[src/include/rtc_map.svh]
/*
  Register offsets, field positions, reset values and timing counts
  for the real time clock register file.
  Assumes a 20 MHz core clock and a 32.768 kHz crystal input.
*/
`ifndef RTC_MAP_SVH
`define RTC_MAP_SVH

// ==========================================================
// Register offsets
`define ADDR_YEARS      15'h7fff
`define ADDR_MONTHS     15'h7ffe
`define ADDR_DATE       15'h7ffd
`define ADDR_WEEKDAY    15'h7ffc
`define ADDR_HOURS      15'h7ffb
`define ADDR_MINUTES    15'h7ffa
`define ADDR_SECONDS    15'h7ff9
`define ADDR_TRIM       15'h7ff8
`define ADDR_WATCHDOG   15'h7ff7
`define ADDR_IRQ_CTRL   15'h7ff6
`define ADDR_ALM_DATE   15'h7ff5
`define ADDR_ALM_HOURS  15'h7ff4
`define ADDR_ALM_MIN    15'h7ff3
`define ADDR_ALM_SEC    15'h7ff2
`define ADDR_CENTURIES  15'h7ff1
`define ADDR_FLAGS      15'h7ff0
`define ADDR_BLOCK      11'h7ff

// ==========================================================
// Field positions
`define TRIM_STOP_BIT   7
`define TRIM_SIGN_BIT   5
`define WD_KICK_BIT     7
`define WD_LOCK_BIT     6
`define IRQ_WIE_BIT     7
`define IRQ_AIE_BIT     6
`define IRQ_PFE_BIT     5
`define IRQ_HL_BIT      3
`define IRQ_PL_BIT      2
`define ALM_MASK_BIT    7
`define FLG_WDF_BIT     7
`define FLG_AF_BIT      6
`define FLG_PF_BIT      5
`define FLG_OSC_FAIL_FLAG_BIT    4
`define FLG_CAL_BIT     2
`define FLG_W_BIT       1
`define FLG_R_BIT       0

// ==========================================================
// Reset values
`define RST_TIME        8'h00
`define RST_DAY_ONE     8'h01
`define RST_TRIM        8'h00
`define RST_WATCHDOG    8'h00
`define RST_IRQ_CTRL    8'h08
`define RST_ALARM       8'h80

// ==========================================================
// Timing
`define CLK_HZ          64'd20000000
`define IRQ_PULSE_MS    64'd200
`define IRQ_PULSE_CYCLES int'((`IRQ_PULSE_MS * `CLK_HZ) / 64'd1000)
`define XTAL_HZ         32768
`define WD_TICK_DIV     1024
`define TRIM_WAVE_DIV   64

`endif

[src/include/rtc_pkg.sv]
/*
  Types shared by the real time clock register file.
  Assumes nothing of its surroundings.
*/
package rtc_pkg;
  // ==========================================================
  // Interrupt pin sequencing
  typedef enum logic {IRQ_IDLE, IRQ_PULSE} irq_state_e;
endpackage : rtc_pkg

[src/verilog/rtc_register_file.sv]
/*
  Real time clock register file behind an asynchronous byte-wide memory bus.
  Assumes the bus, crystal and supply-trip pins come from outside core_clk
  and are synchronised here; the SRAM array answers the lower addresses.
*/
`timescale 1ns/100ps
`include "rtc_map.svh"

module rtc_register_file #(
  parameter int PULSE_CYCLES = `IRQ_PULSE_CYCLES,
  parameter int PRESCALE     = `XTAL_HZ
) (
  // Clock and reset
  input  wire logic        core_clk,
  input  wire logic        rst,
  // Memory bus pins
  input  wire logic [14:0] sram_addr,
  input  wire logic        sram_ce_n,
  input  wire logic        sram_we_n,
  input  wire logic        sram_oe_n,
  input  wire logic [7:0]  dq_in,
  output logic      [7:0]  dq_out,
  output logic             dq_oe,
  // Timebase and supply monitor
  input  wire logic        crystal_clk,
  input  wire logic        supply_below_trip,
  // Interrupt pin
  output logic             irq_out,
  output logic             irq_oe
);

  // ==========================================================
  // Elaboration checks
  // Refused while elaborating; the prescaler term is only sixteen bits wide
  if (PULSE_CYCLES < 1) $error("PULSE_CYCLES must be at least one");
  if (PRESCALE < 2048 || PRESCALE > 32768) $error("PRESCALE out of range");

  localparam int PW = $clog2(PULSE_CYCLES + 1);

  // ==========================================================
  // Helper functions
  function automatic logic addr_hit(input logic [14:0] a);
    addr_hit = (a[14:4] == `ADDR_BLOCK);
  endfunction : addr_hit

  // One BCD step with wrap from last back to first
  function automatic logic [7:0] bcd_step(input logic [7:0] v, input logic [7:0] last,
                                          input logic [7:0] first);
    if (v == last)
      bcd_step = first;
    else if (v[3:0] == 4'h9)
      bcd_step = {v[7:4] + 4'h1, 4'h0};
    else
      bcd_step = v + 8'h01;
  endfunction : bcd_step

  // Last date of a month; leap years every fourth year
  function automatic logic [7:0] month_last(input logic [7:0] m, input logic [7:0] y);
    logic leap;
    leap = y[4] ? (y[3:0] == 4'h2 || y[3:0] == 4'h6)
                : (y[3:0] == 4'h0 || y[3:0] == 4'h4 || y[3:0] == 4'h8);
    case (m)
      8'h02:                      month_last = leap ? 8'h29 : 8'h28;
      8'h04, 8'h06, 8'h09, 8'h11: month_last = 8'h30;
      default:                    month_last = 8'h31;
    endcase
  endfunction : month_last

  // ==========================================================
  // Pin synchronisers
  logic [14:0] addr_s1, addr_s2;
  logic [7:0]  dq_s1, dq_s2;
  logic [4:0]  ctl_s1, ctl_s2;   // {trip, crystal, oe_n, we_n, ce_n}

  // Two flops before any logic reads a pin
  always_ff @(posedge core_clk or posedge rst) begin
    if (rst) begin
      addr_s1 <= 15'h0000;
      addr_s2 <= 15'h0000;
      dq_s1   <= 8'h00;
      dq_s2   <= 8'h00;
      ctl_s1  <= 5'h0f;
      ctl_s2  <= 5'h0f;
    end else begin
      addr_s1 <= sram_addr;
      addr_s2 <= addr_s1;
      dq_s1   <= dq_in;
      dq_s2   <= dq_s1;
      ctl_s1  <= {supply_below_trip, crystal_clk, sram_oe_n, sram_we_n, sram_ce_n};
      ctl_s2  <= ctl_s1;
    end
  end

  // ==========================================================
  // Bus cycle decode
  logic wr_act, rd_act, wr_done, flags_read, xtal_edge, trip_edge;
  logic [14:0] addr_q;
  logic [7:0]  dq_q;
  logic        wr_q, rd_q, xtal_q, trip_q;

  assign wr_act     = !ctl_s2[0] && !ctl_s2[1];
  assign rd_act     = !ctl_s2[0] && ctl_s2[1] && !ctl_s2[2] && addr_hit(addr_s2);
  // Write lands at the end of the strobe, as on a plain SRAM
  assign wr_done    = wr_q && !wr_act && addr_hit(addr_q);
  // Flags clear when the read ends or moves away, so the host sees them first
  assign flags_read = rd_q && (addr_q == `ADDR_FLAGS) && (!rd_act || addr_s2 != addr_q);
  assign xtal_edge  = ctl_s2[3] && !xtal_q;
  assign trip_edge  = ctl_s2[4] && !trip_q;

  // ==========================================================
  // Register state
  logic [7:0]  ureg [16];
  logic [7:0]  run_sec, run_min, run_hour, run_wday, run_date, run_month, run_year, run_cent;
  logic [15:0] pre;
  logic [9:0]  wd_div;
  logic [5:0]  wd_cnt;
  logic        watchdog_expired_flag, af, pf, osc_fail_flag, cal_out, wfrz, rhold;
  logic        pending_q;
  rtc_pkg::irq_state_e irq_state;
  logic [PW-1:0] pulse_cnt;

  logic [7:0]  next_ureg [16];
  logic [7:0]  next_sec, next_min, next_hour, next_wday, next_date, next_month, next_year, next_cent;
  logic [15:0] next_pre;
  logic [9:0]  next_wd_div;
  logic [5:0]  next_wd_cnt;
  logic        next_wdf, next_af, next_pf, next_osc_fail_flag, next_cal_out, next_wfrz, next_rhold;
  logic        next_pending;
  rtc_pkg::irq_state_e next_irq_state;
  logic [PW-1:0] next_pulse_cnt;
  logic [7:0]  next_dq_out;
  logic        next_dq_oe, next_irq_out, next_irq_oe;

  // Next-state logic for timekeeping, registers, watchdog and pin
  always_comb begin
    logic [15:0] term;
    logic [7:0]  rd_byte, last_day;
    logic        sec_tick, tick32, stopped, alarm_hit, set_wdf, set_af, pending, active, wave;
    next_ureg = ureg;
    {next_sec, next_min, next_hour, next_wday} = {run_sec, run_min, run_hour, run_wday};
    {next_date, next_month, next_year, next_cent} = {run_date, run_month, run_year, run_cent};
    next_pre     = pre;
    next_wd_div  = wd_div;
    next_wd_cnt  = wd_cnt;
    next_osc_fail_flag    = osc_fail_flag;
    next_cal_out = cal_out;
    next_wfrz    = wfrz;
    next_rhold   = rhold;
    set_wdf      = 1'b0;
    set_af       = 1'b0;
    sec_tick     = 1'b0;
    tick32       = 1'b0;
    alarm_hit    = 1'b0;
    rd_byte      = 8'h00;
    pending      = 1'b0;
    active       = 1'b0;
    wave         = wd_div[$clog2(`TRIM_WAVE_DIV) - 1];
    last_day     = month_last(run_month, run_year);
    stopped      = ureg[4'h8][`TRIM_STOP_BIT];

    // Prescaler; calibration stretches or shortens the last second of each minute
    term = 16'(PRESCALE - 1);
    if (run_sec == 8'h59) begin
      if (ureg[4'h8][`TRIM_SIGN_BIT])
        term = term - {11'h000, ureg[4'h8][4:0]};
      else
        term = term + {11'h000, ureg[4'h8][4:0]};
    end
    if (xtal_edge && !stopped) begin
      next_pre    = (pre >= term) ? 16'h0000 : pre + 16'h0001;
      sec_tick    = (pre >= term);
      next_wd_div = wd_div + 10'h001;
      tick32      = (wd_div == 10'(`WD_TICK_DIV - 1));
    end

    // Counting chain; write-freeze stops it so loaded values are not disturbed
    if (sec_tick && !wfrz) begin
      next_sec = bcd_step(run_sec, 8'h59, 8'h00);
      if (run_sec == 8'h59) begin
        next_min = bcd_step(run_min, 8'h59, 8'h00);
        if (run_min == 8'h59) begin
          next_hour = bcd_step(run_hour, 8'h23, 8'h00);
          if (run_hour == 8'h23) begin
            next_wday = bcd_step(run_wday, 8'h07, 8'h01);
            next_date = bcd_step(run_date, last_day, 8'h01);
            if (run_date == last_day) begin
              next_month = bcd_step(run_month, 8'h12, 8'h01);
              if (run_month == 8'h12) begin
                next_year = bcd_step(run_year, 8'h99, 8'h00);
                if (run_year == 8'h99)
                  next_cent = bcd_step(run_cent, 8'h99, 8'h00);
              end
            end
          end
        end
      end
      // Alarm compares the new time; a set mask drops that field
      alarm_hit = (ureg[4'h2][`ALM_MASK_BIT] || ureg[4'h2][6:0] == next_sec[6:0]) &&
                  (ureg[4'h3][`ALM_MASK_BIT] || ureg[4'h3][6:0] == next_min[6:0]) &&
                  (ureg[4'h4][`ALM_MASK_BIT] || ureg[4'h4][5:0] == next_hour[5:0]) &&
                  (ureg[4'h5][`ALM_MASK_BIT] || ureg[4'h5][5:0] == next_date[5:0]);
      set_af = alarm_hit;
    end

    // Watchdog countdown on the 32 Hz tick; zero period disables it
    if (tick32 && ureg[4'h7][5:0] != 6'h00) begin
      if (wd_cnt <= 6'h01) begin
        set_wdf     = 1'b1;
        next_wd_cnt = ureg[4'h7][5:0];
      end else begin
        next_wd_cnt = wd_cnt - 6'h01;
      end
    end

    // Host writes
    if (wr_done) begin
      case (addr_q)
        `ADDR_YEARS, `ADDR_MONTHS, `ADDR_DATE, `ADDR_WEEKDAY, `ADDR_HOURS, `ADDR_MINUTES,
        `ADDR_SECONDS, `ADDR_CENTURIES: begin
          if (wfrz)
            next_ureg[addr_q[3:0]] = dq_q;
        end
        `ADDR_WATCHDOG: begin
          next_ureg[4'h7][`WD_LOCK_BIT] = dq_q[`WD_LOCK_BIT];
          if (!dq_q[`WD_LOCK_BIT])
            next_ureg[4'h7][5:0] = dq_q[5:0];
          if (dq_q[`WD_KICK_BIT])
            next_wd_cnt = dq_q[`WD_LOCK_BIT] ? ureg[4'h7][5:0] : dq_q[5:0];
        end
        `ADDR_FLAGS: begin
          next_cal_out = dq_q[`FLG_CAL_BIT];
          next_wfrz    = dq_q[`FLG_W_BIT];
          next_rhold   = dq_q[`FLG_R_BIT];
          if (!dq_q[`FLG_OSC_FAIL_FLAG_BIT])
            next_osc_fail_flag = 1'b0;
          // Releasing the freeze loads the user copy into the counters
          if (wfrz && !dq_q[`FLG_W_BIT]) begin
            {next_sec, next_min, next_hour, next_wday} = {ureg[9], ureg[10], ureg[11], ureg[12]};
            {next_date, next_month, next_year, next_cent} = {ureg[13], ureg[14], ureg[15], ureg[1]};
            next_pre = 16'h0000;
          end
        end
        default: next_ureg[addr_q[3:0]] = dq_q;
      endcase
    end

    // Visible time follows the counters unless frozen or held
    if (!wfrz && !rhold && !next_wfrz) begin
      {next_ureg[9], next_ureg[10], next_ureg[11], next_ureg[12]} = {next_sec, next_min, next_hour, next_wday};
      {next_ureg[13], next_ureg[14], next_ureg[15], next_ureg[1]} = {next_date, next_month, next_year, next_cent};
    end

    // Sticky flags; a new event beats a read clear in the same cycle
    next_wdf = (watchdog_expired_flag && !flags_read) || set_wdf;
    next_af  = (af && !flags_read) || set_af;
    next_pf  = (pf && !flags_read) || trip_edge;

    // Interrupt sources, each gated by its enable
    pending = (next_wdf && ureg[4'h6][`IRQ_WIE_BIT]) ||
              (next_af  && ureg[4'h6][`IRQ_AIE_BIT]) ||
              (next_pf  && ureg[4'h6][`IRQ_PFE_BIT]);
    next_pending   = pending;
    next_irq_state = irq_state;
    next_pulse_cnt = pulse_cnt;
    case (irq_state)
      rtc_pkg::IRQ_IDLE: begin
        if (ureg[4'h6][`IRQ_PL_BIT] && pending && !pending_q) begin
          next_irq_state = rtc_pkg::IRQ_PULSE;
          next_pulse_cnt = '0;
        end
      end
      rtc_pkg::IRQ_PULSE: begin
        next_pulse_cnt = pulse_cnt + PW'(1);
        // A flags read cuts the pulse short
        if (flags_read || pulse_cnt == PW'(PULSE_CYCLES - 1))
          next_irq_state = rtc_pkg::IRQ_IDLE;
      end
      default: next_irq_state = rtc_pkg::IRQ_IDLE;
    endcase
    active = ureg[4'h6][`IRQ_PL_BIT] ? (irq_state == rtc_pkg::IRQ_PULSE) : pending;

    // Pin drive: square wave, push-pull high, or open drain low
    if (cal_out) begin
      next_irq_out = wave;
      next_irq_oe  = 1'b1;
    end else if (ureg[4'h6][`IRQ_HL_BIT]) begin
      next_irq_out = active;
      next_irq_oe  = 1'b1;
    end else begin
      next_irq_out = 1'b0;
      next_irq_oe  = active;
    end

    // Read data; kick bit always reads back as zero
    case (addr_s2)
      `ADDR_FLAGS:    rd_byte = {watchdog_expired_flag, af, pf, osc_fail_flag, 1'b0, cal_out, wfrz, rhold};
      `ADDR_WATCHDOG: rd_byte = {1'b0, ureg[4'h7][6:0]};
      default:        rd_byte = ureg[addr_s2[3:0]];
    endcase
    next_dq_out = rd_act ? rd_byte : dq_out;
    next_dq_oe  = rd_act;
  end

  // Register everything; oscillator fail flag comes up set after power-up
  always_ff @(posedge core_clk or posedge rst) begin
    if (rst) begin
      for (int i = 0; i < 16; i++)
        ureg[i] <= `RST_TIME;
      ureg[4'he] <= `RST_DAY_ONE;
      ureg[4'hd] <= `RST_DAY_ONE;
      ureg[4'hc] <= `RST_DAY_ONE;
      ureg[4'h8] <= `RST_TRIM;
      ureg[4'h7] <= `RST_WATCHDOG;
      ureg[4'h6] <= `RST_IRQ_CTRL;
      ureg[4'h5] <= `RST_ALARM;
      ureg[4'h4] <= `RST_ALARM;
      ureg[4'h3] <= `RST_ALARM;
      ureg[4'h2] <= `RST_ALARM;
      {run_sec, run_min, run_hour, run_year, run_cent} <= {5{`RST_TIME}};
      {run_wday, run_date, run_month} <= {3{`RST_DAY_ONE}};
      pre       <= 16'h0000;
      wd_div    <= 10'h000;
      wd_cnt    <= 6'h00;
      {watchdog_expired_flag, af, pf} <= 3'b000;
      osc_fail_flag      <= 1'b1;
      cal_out   <= 1'b0;
      wfrz      <= 1'b0;
      rhold     <= 1'b0;
      pending_q <= 1'b0;
      irq_state <= rtc_pkg::IRQ_IDLE;
      pulse_cnt <= '0;
      addr_q    <= 15'h0000;
      dq_q      <= 8'h00;
      {wr_q, rd_q, xtal_q, trip_q} <= 4'h0;
      dq_out    <= 8'h00;
      dq_oe     <= 1'b0;
      irq_out   <= 1'b0;
      irq_oe    <= 1'b0;
    end else begin
      ureg      <= next_ureg;
      {run_sec, run_min, run_hour, run_wday} <= {next_sec, next_min, next_hour, next_wday};
      {run_date, run_month, run_year, run_cent} <= {next_date, next_month, next_year, next_cent};
      pre       <= next_pre;
      wd_div    <= next_wd_div;
      wd_cnt    <= next_wd_cnt;
      {watchdog_expired_flag, af, pf} <= {next_wdf, next_af, next_pf};
      osc_fail_flag      <= next_osc_fail_flag;
      cal_out   <= next_cal_out;
      wfrz      <= next_wfrz;
      rhold     <= next_rhold;
      pending_q <= next_pending;
      irq_state <= next_irq_state;
      pulse_cnt <= next_pulse_cnt;
      addr_q    <= addr_s2;
      dq_q      <= dq_s2;
      {wr_q, rd_q, xtal_q, trip_q} <= {wr_act, rd_act, ctl_s2[3], ctl_s2[4]};
      dq_out    <= next_dq_out;
      dq_oe     <= next_dq_oe;
      irq_out   <= next_irq_out;
      irq_oe    <= next_irq_oe;
    end
  end

endmodule : rtc_register_file

[config.mk]
export PLATFORM = sky130hd
export DESIGN_NAME = rtc_register_file
export DESIGN_NICKNAME = d
export VERILOG_FILES = /design/src/include/rtc_pkg.sv /design/src/verilog/rtc_register_file.sv
export VERILOG_INCLUDE_DIRS = /design/src /design/src/include
export SDC_FILE = /design/constraint.sdc
export NUM_CORES = 1
export LEC_CHECK = 0
export BUFFER_PORTS_ARGS = -buffer_cell sky130_fd_sc_hd__clkbuf_2
export CORE_MARGIN = 2
export CORE_UTILIZATION = 55
export CTS_CLUSTER_DIAMETER = 120
export DETAILED_ROUTE_END_ITERATION = 12
export PLACE_DENSITY_LB_ADDON = 0.05
export SYNTH_ARGS = -nofsm -noshare
export SYNTH_HDL_FRONTEND = slang
export SYNTH_SLANG_ARGS = --single-unit
[constraint.sdc]
create_clock -name core_clk -period 11.95 [get_ports core_clk]
set_clock_uncertainty 0.15 [all_clocks]
set_input_delay 0.5975 -clock core_clk [delete_from_list [all_inputs] [get_ports core_clk]]
set_output_delay 0.5975 -clock core_clk [all_outputs]
set_load 0.02 [all_outputs]
==> summary.txt, run 1 <==
GR Overflow Total = 0
Setup TNS = 0 ns
DR iter-0 viols = 1293
Post-synth EDFFs = 0
CP cell instances = ha_1 -> and3b_1 -> nand2_1 -> a311oi_1 -> ha_1 -> nand4_1 -> a211oi_1 -> a2111o_1 -> a21o_1 -> buf_4 -> o21ai_0 -> nor4_1 -> a211oi_1 -> a2111oi_4 -> o21ai_0
die footprint = 0.03532 mm2
flop and latch count out of synthesis = 348
ANT nets after route = 0
Pins Over Slew Limit = 0
Yosys warning count = 0
CTS tree = yes
first-pass GRT wire length = 82160 um
wire length per cell = 22.10 um
largest net degree at the start of global routing = 147
Pwr Total = 2731 uW
post-place setup slack = 5.958 ns
Slew HR = 17.54%
initial antenna violation count = 0
Worst path slowest cell = a2111oi_4
vias in the first global route = 14.44k
Synth Area per Inst = 10.11 um2
latest clock arrival within the worst-skew pair = 0.57 ns
num rows = 67
Clock Path Buffers = 3
ys async rst share = 100.0%
port buffer count = 40
area of the multi-input gates = 0.009273 mm2
RSZ-0062 raised after global routing = no
nets@finish = 1942
Hold Fails Final Rpt = 0
dpl hpwl = 34780 um
Hold Path Class = in2async
Pwr Density = 130.9 mW/mm2
Max VDD drop = 0.1312 mV
width of the chip = 187.9 um
outcome = finished, final reports clean
CTS Hold Bufs = 28
Area after DPL = 0.01910 mm2
final setup vio count = 0
sequential area share after synthesis = 46.93%
# clock sinks = 348
Finished Cell Area = 0.02086 mm2
Net Count, Synth = 1921
Worst path top cell family by delay = compound AO/OA/AOI/OAI gates
synthesized area = 0.01861 mm2
Die H = 187.9 um
gpl congestion = 0.9324
share of layout cells above drive strength 1 = 14.12%
buffer count from post-CTS setup fixing = 0
predominant post-synthesis flop cell = dfrtp_1
final core utilization = 62.36%
CP Max Fanout = 29
Critical Path AT = 6.24 ns
CTS H-tree lvls = 2
Worst-path clk slew = 0.06 ns
crit path buf inv count = 1
Seq. cell area = 0.008735 mm2
final worst slack = 5.943 ns
maxcap violations = 0
delay of the slowest critical-path stage = 1.10 ns
leakage power total = 0.009459 uW
WP data required = 12.18 ns
detailed-route vias per instance = 6.313
Crit. End Element = flop
min Tclk post-route = 6.007 ns
kind of critical path = reg2reg
drt total wl = 51690 um
fill cell count = 2732
Core ar. = 0.03345 mm2
Initial Util = 55.63%
maximum clock frequency = 166.5 MHz
DRC errors left = 0
Synth-to-Final Area Change = 12.09%
synth unique cells = 80
Resize count post-CTS = 0
Vias = 14.77k
root buffer cell = clkbuf_16
CP Launch Type = flop
# IOs = 41
Worst Max-Slew Pin Slew = 1.232 ns
Initial DRT Pass Iterations = 6
Synth Instances = 1840
total track usage = 29.90%
CTS Buf Count = 39
Final period util = 50.26%
Ant. Diodes = 0
## through the flow
step                      hold slack, ns  instances
after global routing              0.1763       2339
after floorplan                   0.1812       1840
after CTS                         0.1304       2339
after global placement            0.1822       2240
after detailed placement          0.1847       2240
final                            0.09287       2339
## worst reg2reg max path, cell delays in order, from the launching register on
cell       delay, ns
dfrtp_1         0.45
ha_1            0.27
and3b_1         0.41
nand2_1         0.44
a311oi_1        0.68
ha_1            0.23
nand4_1         0.13
a211oi_1        0.29
a2111o_1        0.21
a21o_1          0.11
buf_4           0.33
o21ai_0         0.31
nor4_1          0.33
a211oi_1        0.14
a2111oi_4       1.11
o21ai_0         0.23
## layout make-up
cell class / count / area share, %
Clock buffer: 51 / 5.285
Tap cell: 448 / 2.687
Timing Repair Buffer: 85 / 2.975
Multi-Input combinational cell: 1338 / 44.46
Sequential cell: 348 / 41.88
Inverter: 49 / 0.9178
Clock inverter: 20 / 1.800
## sequential cells by signal, summed over array words and instances (netlist names), 10 cells and up
name / flops
ureg: 128
pulse_cnt: 22
pre: 16
addr_q: 15
addr_s1: 15
addr_s2: 15
wd_div: 10
## cell families (layout without fill, tap and decap cells)
family,Yosys count,in the layout,synth area share (%)
AOI/OAI and AO/OA,434,434,15.36
xor gates and xnor gates,82,82,3.860
adders and majority gates,51,51,3.429
buffers and inverters,154,205,3.335
DFF,348,348,46.93
muxes,124,124,9.804
and+or+nand+nor,647,647,17.28
## cells in the final DEF (no fill, tap or decap), types with 12 or more instances in the layout
cell,netlist,routed
a211oi_1,19,18
a21o_1,22,22
a21oi_1,116,116
a221oi_1,12,12
a22oi_1,35,35
a31oi_1,13,13
and2_1,13,13
and3_1,29,29
buf_4,1,16
clkbuf_16,0,40
clkbuf_2,0,40
dfrtp_1,328,327
dfstp_2,20,20
dlygate4sd3_1,0,28
ha_1,51,51
inv_1,49,48
mux2_2,62,62
mux2i_1,21,21
mux4_2,40,40
nand2_1,153,153
nand3_1,50,50
nand4_1,36,36
nor2_1,199,199
nor2b_1,22,22
nor3_1,40,40
nor4_1,21,21
o21a_1,32,32
o21ai_0,83,83
or3_1,13,13
xnor2_1,36,36
xor2_1,46,46
## layer usage
metal | global-route usage [%] | vias up | wire, um
met5 | 0 | - | 0
met4 | 12.08 | 0 | 2097
met3 | 4.810 | 123 | 3098
met2 | 48.13 | 494 | 24320
met1 | 40.68 | 7394 | 22170
li1 | - | 6755 | -
## power by group
group | switching, uW | total [uW] | internal [uW]
clock | 506 | 1370 | 869
sequential | 43.9 | 1250 | 1210
combinational | 60.2 | 102 | 41.8
## Yosys cell counts (8+ instances only)
master    instances  area, um2
inv_1            49      183.9
a22oi_1          35      262.8
xor2_1           46      402.9
a211oi_1         19      142.6
nor3_1           40      200.2
clkbuf_1         79      296.5
and3_1           29      181.4
o21a_1           32      240.2
mux2_2           62      698.2
o211ai_1          8      60.06
nand3_1          50      250.2
nand4_1          36      225.2
xnor2_1          36      315.3
a221oi_1         12      105.1
or4_1             8      60.06
a21oi_1         116      580.6
nor3b_1           9      67.56
o21ai_0          83      415.4
or3_1            13      81.33
nor2_1          199      747.0
buf_1             9      33.78
ha_1             51      638.1
a22o_1           10      87.58
dfstp_2          20      525.5
and2_1           13      81.33
dfrtp_1         328       8208
nor4_1           21      131.4
a21o_1           22      165.2
nor2b_1          22      137.6
mux4_2           40      900.9
a31oi_1          13      81.33
buf_2            13      65.06
mux2i_1          21      210.2
nand2_1         153      574.3
o31ai_1           9      67.56
## path summary, 6_finish.rpt
path	startpoint	to	slack, ns	cells after the start
setup / recovery	run_sec[0]	pulse_cnt[13]	5.94	15
hold / removal	rst	addr_s1[7]	0.09	2
setup reg to reg	run_sec[0]	pulse_cnt[13]	5.94	15
hold reg to reg	dq_s2[1]	dq_q[1]	0.19	0
max in group asynchronous	rst	run_min[0]	10.08	3
min in group core_clk	dq_s2[1]	dq_q[1]	0.19	0
(Power assumes the default switching activity.)
==> run 2, diff against run 1 <==
Clock period 11.95 ns to 6.1 ns, I/O delays scaled along.
==> run 2 against run 1 <==
Effect of this change:
- clock power grew 74%
- routed wire length grew 0.64%
- first-iteration DRC count shrank 1.5%
- combinational power grew 110%
- final cell count grew 0.64%
- fmax grew 9.8%
- worst hold slack gained 0.10 ns
==> summary.txt, run 2 (synthesis results as in run 1) <==
Initial Util = 55.63%
WP data required = 6.38 ns
dpl hpwl = 35220 um
drt total wl = 52030 um
final worst slack = 0.6293 ns
initial antenna violation count = 1
die footprint = 0.03532 mm2
most frequent cells in the layout = 327 x dfrtp_1, 199 x nor2_1, 153 x nand2_1
leakage power total = 0.009468 uW
Synth-to-Final Area Change = 11.85%
largest net degree at the start of global routing = 166
Die H = 187.9 um
# IOs = 41
outcome = finished, final reports clean
CTS H-tree lvls = 2
Seq. cell area = 0.008735 mm2
num rows = 67
maxcap violations = 0
kind of critical path = reg2reg
Final period util = 89.68%
wire length per cell = 22.10 um
latest clock arrival within the worst-skew pair = 0.56 ns
CTS Buf Count = 39
met2 GRT Util = 47.76%
fill cell count = 2716
DRC errors left = 0
ANT nets after route = 0
Top Registers = ureg: 128 flops, pulse_cnt: 22 flops, pre: 16 flops
Hold Path Class = reg2reg
root buffer cell = clkbuf_16
Pwr Density = 242.9 mW/mm2
Largest Register = ureg
GR Util met3 = 5.147%
GR Overflow Total = 0
max reg flops = 128
total track usage = 30.11%
fin cells = 2354
Critical Path AT = 5.75 ns
vias in the first global route = 14.73k
Worst-path clk slew = 0.06 ns
Area after DPL = 0.01921 mm2
Clock Path Buffers = 3
Initial DRT Pass Iterations = 6
buffer count from post-CTS setup fixing = 0
most common cell after layout, fill and taps aside = dfrtp_1
Hold Fails Final Rpt = 0
post-place setup slack = 0.6587 ns
width of the chip = 187.9 um
Ant. Diodes = 0
RSZ-0062 raised after global routing = no
Min Hold Slack = 0.1941 ns
met1 Usage GRT = 41.62%
Setup TNS = 0 ns
CTS tree = yes
port buffer count = 40
nets@finish = 1957
Pins Over Slew Limit = 0
share of layout cells above drive strength 1 = 14.48%
# clock sinks = 348
detailed-route vias per instance = 6.308
placed cells = 2254
DR iter-0 viols = 1273
Core ar. = 0.03345 mm2
maximum clock frequency = 182.8 MHz
GR peak layer = met2
first-pass GRT wire length = 83060 um
Slew HR = 20.61%
gpl congestion = 0.9464
final setup vio count = 0
Max VDD drop = 0.2132 mV
CP Launch Type = flop
Vias = 14.85k
area of the multi-input gates = 0.009271 mm2
CP Max Fanout = 16
Crit. End Element = flop
min Tclk post-route = 5.471 ns
Finished Cell Area = 0.02081 mm2
Worst Max-Slew Pin Slew = 1.191 ns
## run 2: per-stage QoR
step	power, uW	util, %
after detailed placement	2691	57.44
after floorplan	2606	-
after global placement	2683	57.44
final	5055	62.22
after CTS	5103	62.22
after global routing	5232	62.22
## run 2: path summary, 6_finish.rpt
path	start	end	slack, ns	cells after the start
setup reg to reg	run_sec[0]	pulse_cnt[18]	0.63	16
max in group asynchronous	rst	addr_s2[0]	4.10	5
hold / removal	dq_s1[3]	dq_s2[3]	0.19	0
min in group asynchronous	rst	ureg[3]	0.33	4
hold reg to reg	dq_s1[3]	dq_s2[3]	0.19	0
setup / recovery	run_sec[0]	pulse_cnt[18]	0.63	16
## run 2: power by group
part           leakage, uW  internal [uW]  switching, uW
clock network     0.000644           1440            957
logic              0.00423           85.3            127
registers          0.00460           2370           77.9
## run 2: layout make-up
cell class,count,share of cell area (%)
clock buffers,58,5.519
clock inverters,13,0.7755
inverters,49,0.9018
multi-input cells,1338,44.55
flip-flops and latches,348,41.97
well taps,448,2.693
repair buffers,100,3.595
## run 2: worst max-delay path, stage by stage (launching register included)
cell	delay, ns
dfrtp_1	0.45
ha_1	0.26
and3b_1	0.42
nand2_1	0.42
a311oi_1	0.66
ha_1	0.24
nand4_1	0.13
a211oi_1	0.28
a2111o_1	0.22
a21o_1	0.14
buf_4	0.23
o21ai_0	0.21
nor4_1	0.29
a211oi_1	0.13
a2111oi_4	0.71
buf_4	0.31
nor2_1	0.07
## run 2: timing repair
item                       4_1_cts  5_1_grt
gates resized for setup          0        0
hold buffers                    29        0
setup endpoints to repair        0        0
hold endpoints to repair       144        0
## run 2: per-layer routing
| layer | vias to the layer above | share of wire (%) |
|---|---|---|
| met5 | - | 0.015 |
| met4 | 2 | 3.4 |
| met3 | 101 | 6.3 |
| met2 | 527 | 47 |
| met1 | 7432 | 44 |
| li1 | 6788 | - |
==> run 3, diff against run 2 <==
Settings changed: CORE_UTILIZATION 55 to 40.
==> run 3 against run 2 <==
Effect of this change:
- clock power increased by 9.2%
- worst hold slack better by 0.0017 ns
- critical endpoint is now irq_state
- die area rose by 37%
- routed wire length rose by 8.0%
- critical path depth unchanged
- count of clock-buffer cells in the layout increased by 5
- core utilization is 17 points lower
==> summary.txt, run 3 (synthesis results as in run 1) <==
outcome = finished, final reports clean
Finished Cell Area = 0.02114 mm2
buffer count from post-CTS setup fixing = 0
max reg flops = 128
Top Registers = ureg: 128 flops, pulse_cnt: 22 flops, pre: 16 flops
Ant. Diodes = 0
CTS Buf Count = 42
Core ar. = 0.04626 mm2
fin cells = 2517
met1 Usage GRT = 34.24%
placed cells = 2414
dpl hpwl = 38400 um
Hold Crit Start = dq_s2[7]
num rows = 79
DRC errors left = 0
CTS tree = yes
Pins Over Slew Limit = 0
# IOs = 41
most frequent cells in the layout = 327 x dfrtp_1, 199 x nor2_1, 153 x nand2_1
Die H = 219.7 um
final setup vio count = 0
detailed-route vias per instance = 5.742
Synth-to-Final Area Change = 13.62%
root buffer cell = clkbuf_16
Max VDD drop = 0.2594 mV
first-pass GRT wire length = 88150 um
largest net degree at the start of global routing = 146
Area after DPL = 0.01941 mm2
GR peak layer = met2
Pwr Density = 249.6 mW/mm2
most common cell after layout, fill and taps aside = dfrtp_1
DR iter-0 viols = 1202
Crit. End Element = flop
total track usage = 24.00%
final core utilization = 45.70%
wire length per cell = 22.33 um
met2 GRT Util = 38.75%
Clock Path Buffers = 3
latest clock arrival within the worst-skew pair = 0.57 ns
reg2reg start = run_sec[0]
ANT nets after route = 0
Min Hold Slack = 0.1958 ns
CP Launch Type = flop
CP Max Fanout = 23
die footprint = 0.04826 mm2
Initial Util = 40.23%
Worst Setup SP = run_sec[0]
initial antenna violation count = 0
Initial DRT Pass Iterations = 5
gpl congestion = 0.8882
share of layout cells above drive strength 1 = 14.82%
width of the chip = 219.7 um
Setup TNS = 0 ns
Vias = 14.45k
min Tclk post-route = 5.314 ns
maximum clock frequency = 188.2 MHz
Critical Path AT = 5.61 ns
GR Overflow Total = 0
kind of critical path = reg2reg
leakage power total = 0.009526 uW
Slew HR = 21.22%
port buffer count = 40
# clock sinks = 348
Hold Path Class = reg2reg
maxcap violations = 0
GR Util met3 = 3.175%
CTS H-tree lvls = 2
Largest Register = ureg
drt total wl = 56210 um
vias in the first global route = 14.29k
WP data required = 6.40 ns
Hold Fails Final Rpt = 0
RSZ-0062 raised after global routing = no
Worst-path clk slew = 0.06 ns
nets@finish = 1961
Final period util = 87.12%
Worst Max-Slew Pin Slew = 1.174 ns
-- run 3: cell count changes in the layout (fill, tap and decap cells not counted) --
cell / delta
buf_12: -1
buf_4: +2
bufinv_16: +1
clkbuf_1: -3
clkbuf_16: +2
clkbuf_8: +6
clkinv_2: -3
clkinv_4: -1
clkinvlp_4: +1
-- run 3: final cells by class --
| class | count | area, um2 |
|---|---|---|
| Fill cell | 4398 | 25120 |
| Multi-Input combinational cell | 1338 | 9271 |
| Sequential cell | 348 | 8735 |
| Clock buffer | 63 | 1270 |
| Tap cell | 607 | 759.5 |
| Timing Repair Buffer | 101 | 743.2 |
| Inverter | 49 | 187.7 |
| Clock inverter | 11 | 175.2 |
-- run 3: what timing repair did --
item                                    in CTS  in global routing
resized for setup                            0                  0
hold buffers                                29                  0
hold endpoints to repair                   235                  0
endpoints found under the setup margin       0                  0
-- run 3: worst paths after layout --
kind	to	slack, ns	cells past startpoint
max	irq_state	0.79	16
min	dq_q[7]	0.20	0
max reg2reg	irq_state	0.79	16
min reg2reg	dq_q[7]	0.20	0
max in group asynchronous	pre[12]	4.07	5
min in group asynchronous	addr_s1[1]	0.22	4
-- run 3: worst max-delay path, stage by stage (launching register included) --
cell and delay, ns:
dfrtp_1 0.46, ha_1 0.28, and3b_1 0.43, nand2_1 0.22, a311oi_1 0.55, ha_1 0.35, a211o_1 0.26, a21oi_1 0.11
o21ai_0 0.12, a2111o_1 0.40, a21o_1 0.44, o21ai_0 0.29, nor4_1 0.10, a211oi_1 0.42, a2111oi_4 0.13, buf_4 0.24
a31o_2 0.24
-- run 3: report_power, final --
group	switching (uW)	internal (uW)
Clock	1010	1600
Combinational	127	85.2
Sequential	82.7	2370
Total	1220	4060
-- run 3: stage by stage --
| step | worst slack, ns | power (uW) |
|---|---|---|
| floorplan | 1.003 | 2606 |
| global placement | 0.9923 | 2697 |
| detailed placement | 0.8011 | 2700 |
| CTS | 0.7851 | 5354 |
| global route | 0.3273 | 5478 |
| finish | 0.7860 | 5277 |
-- run 3: metal layers --
| metal | vias up | part of all wire [%] |
|---|---|---|
| met2 | 338 | 47 |
| met4 | 0 | 2.3 |
| met1 | 7243 | 47 |
| met5 | - | 0 |
| met3 | 74 | 4.3 |
| li1 | 6798 | - |
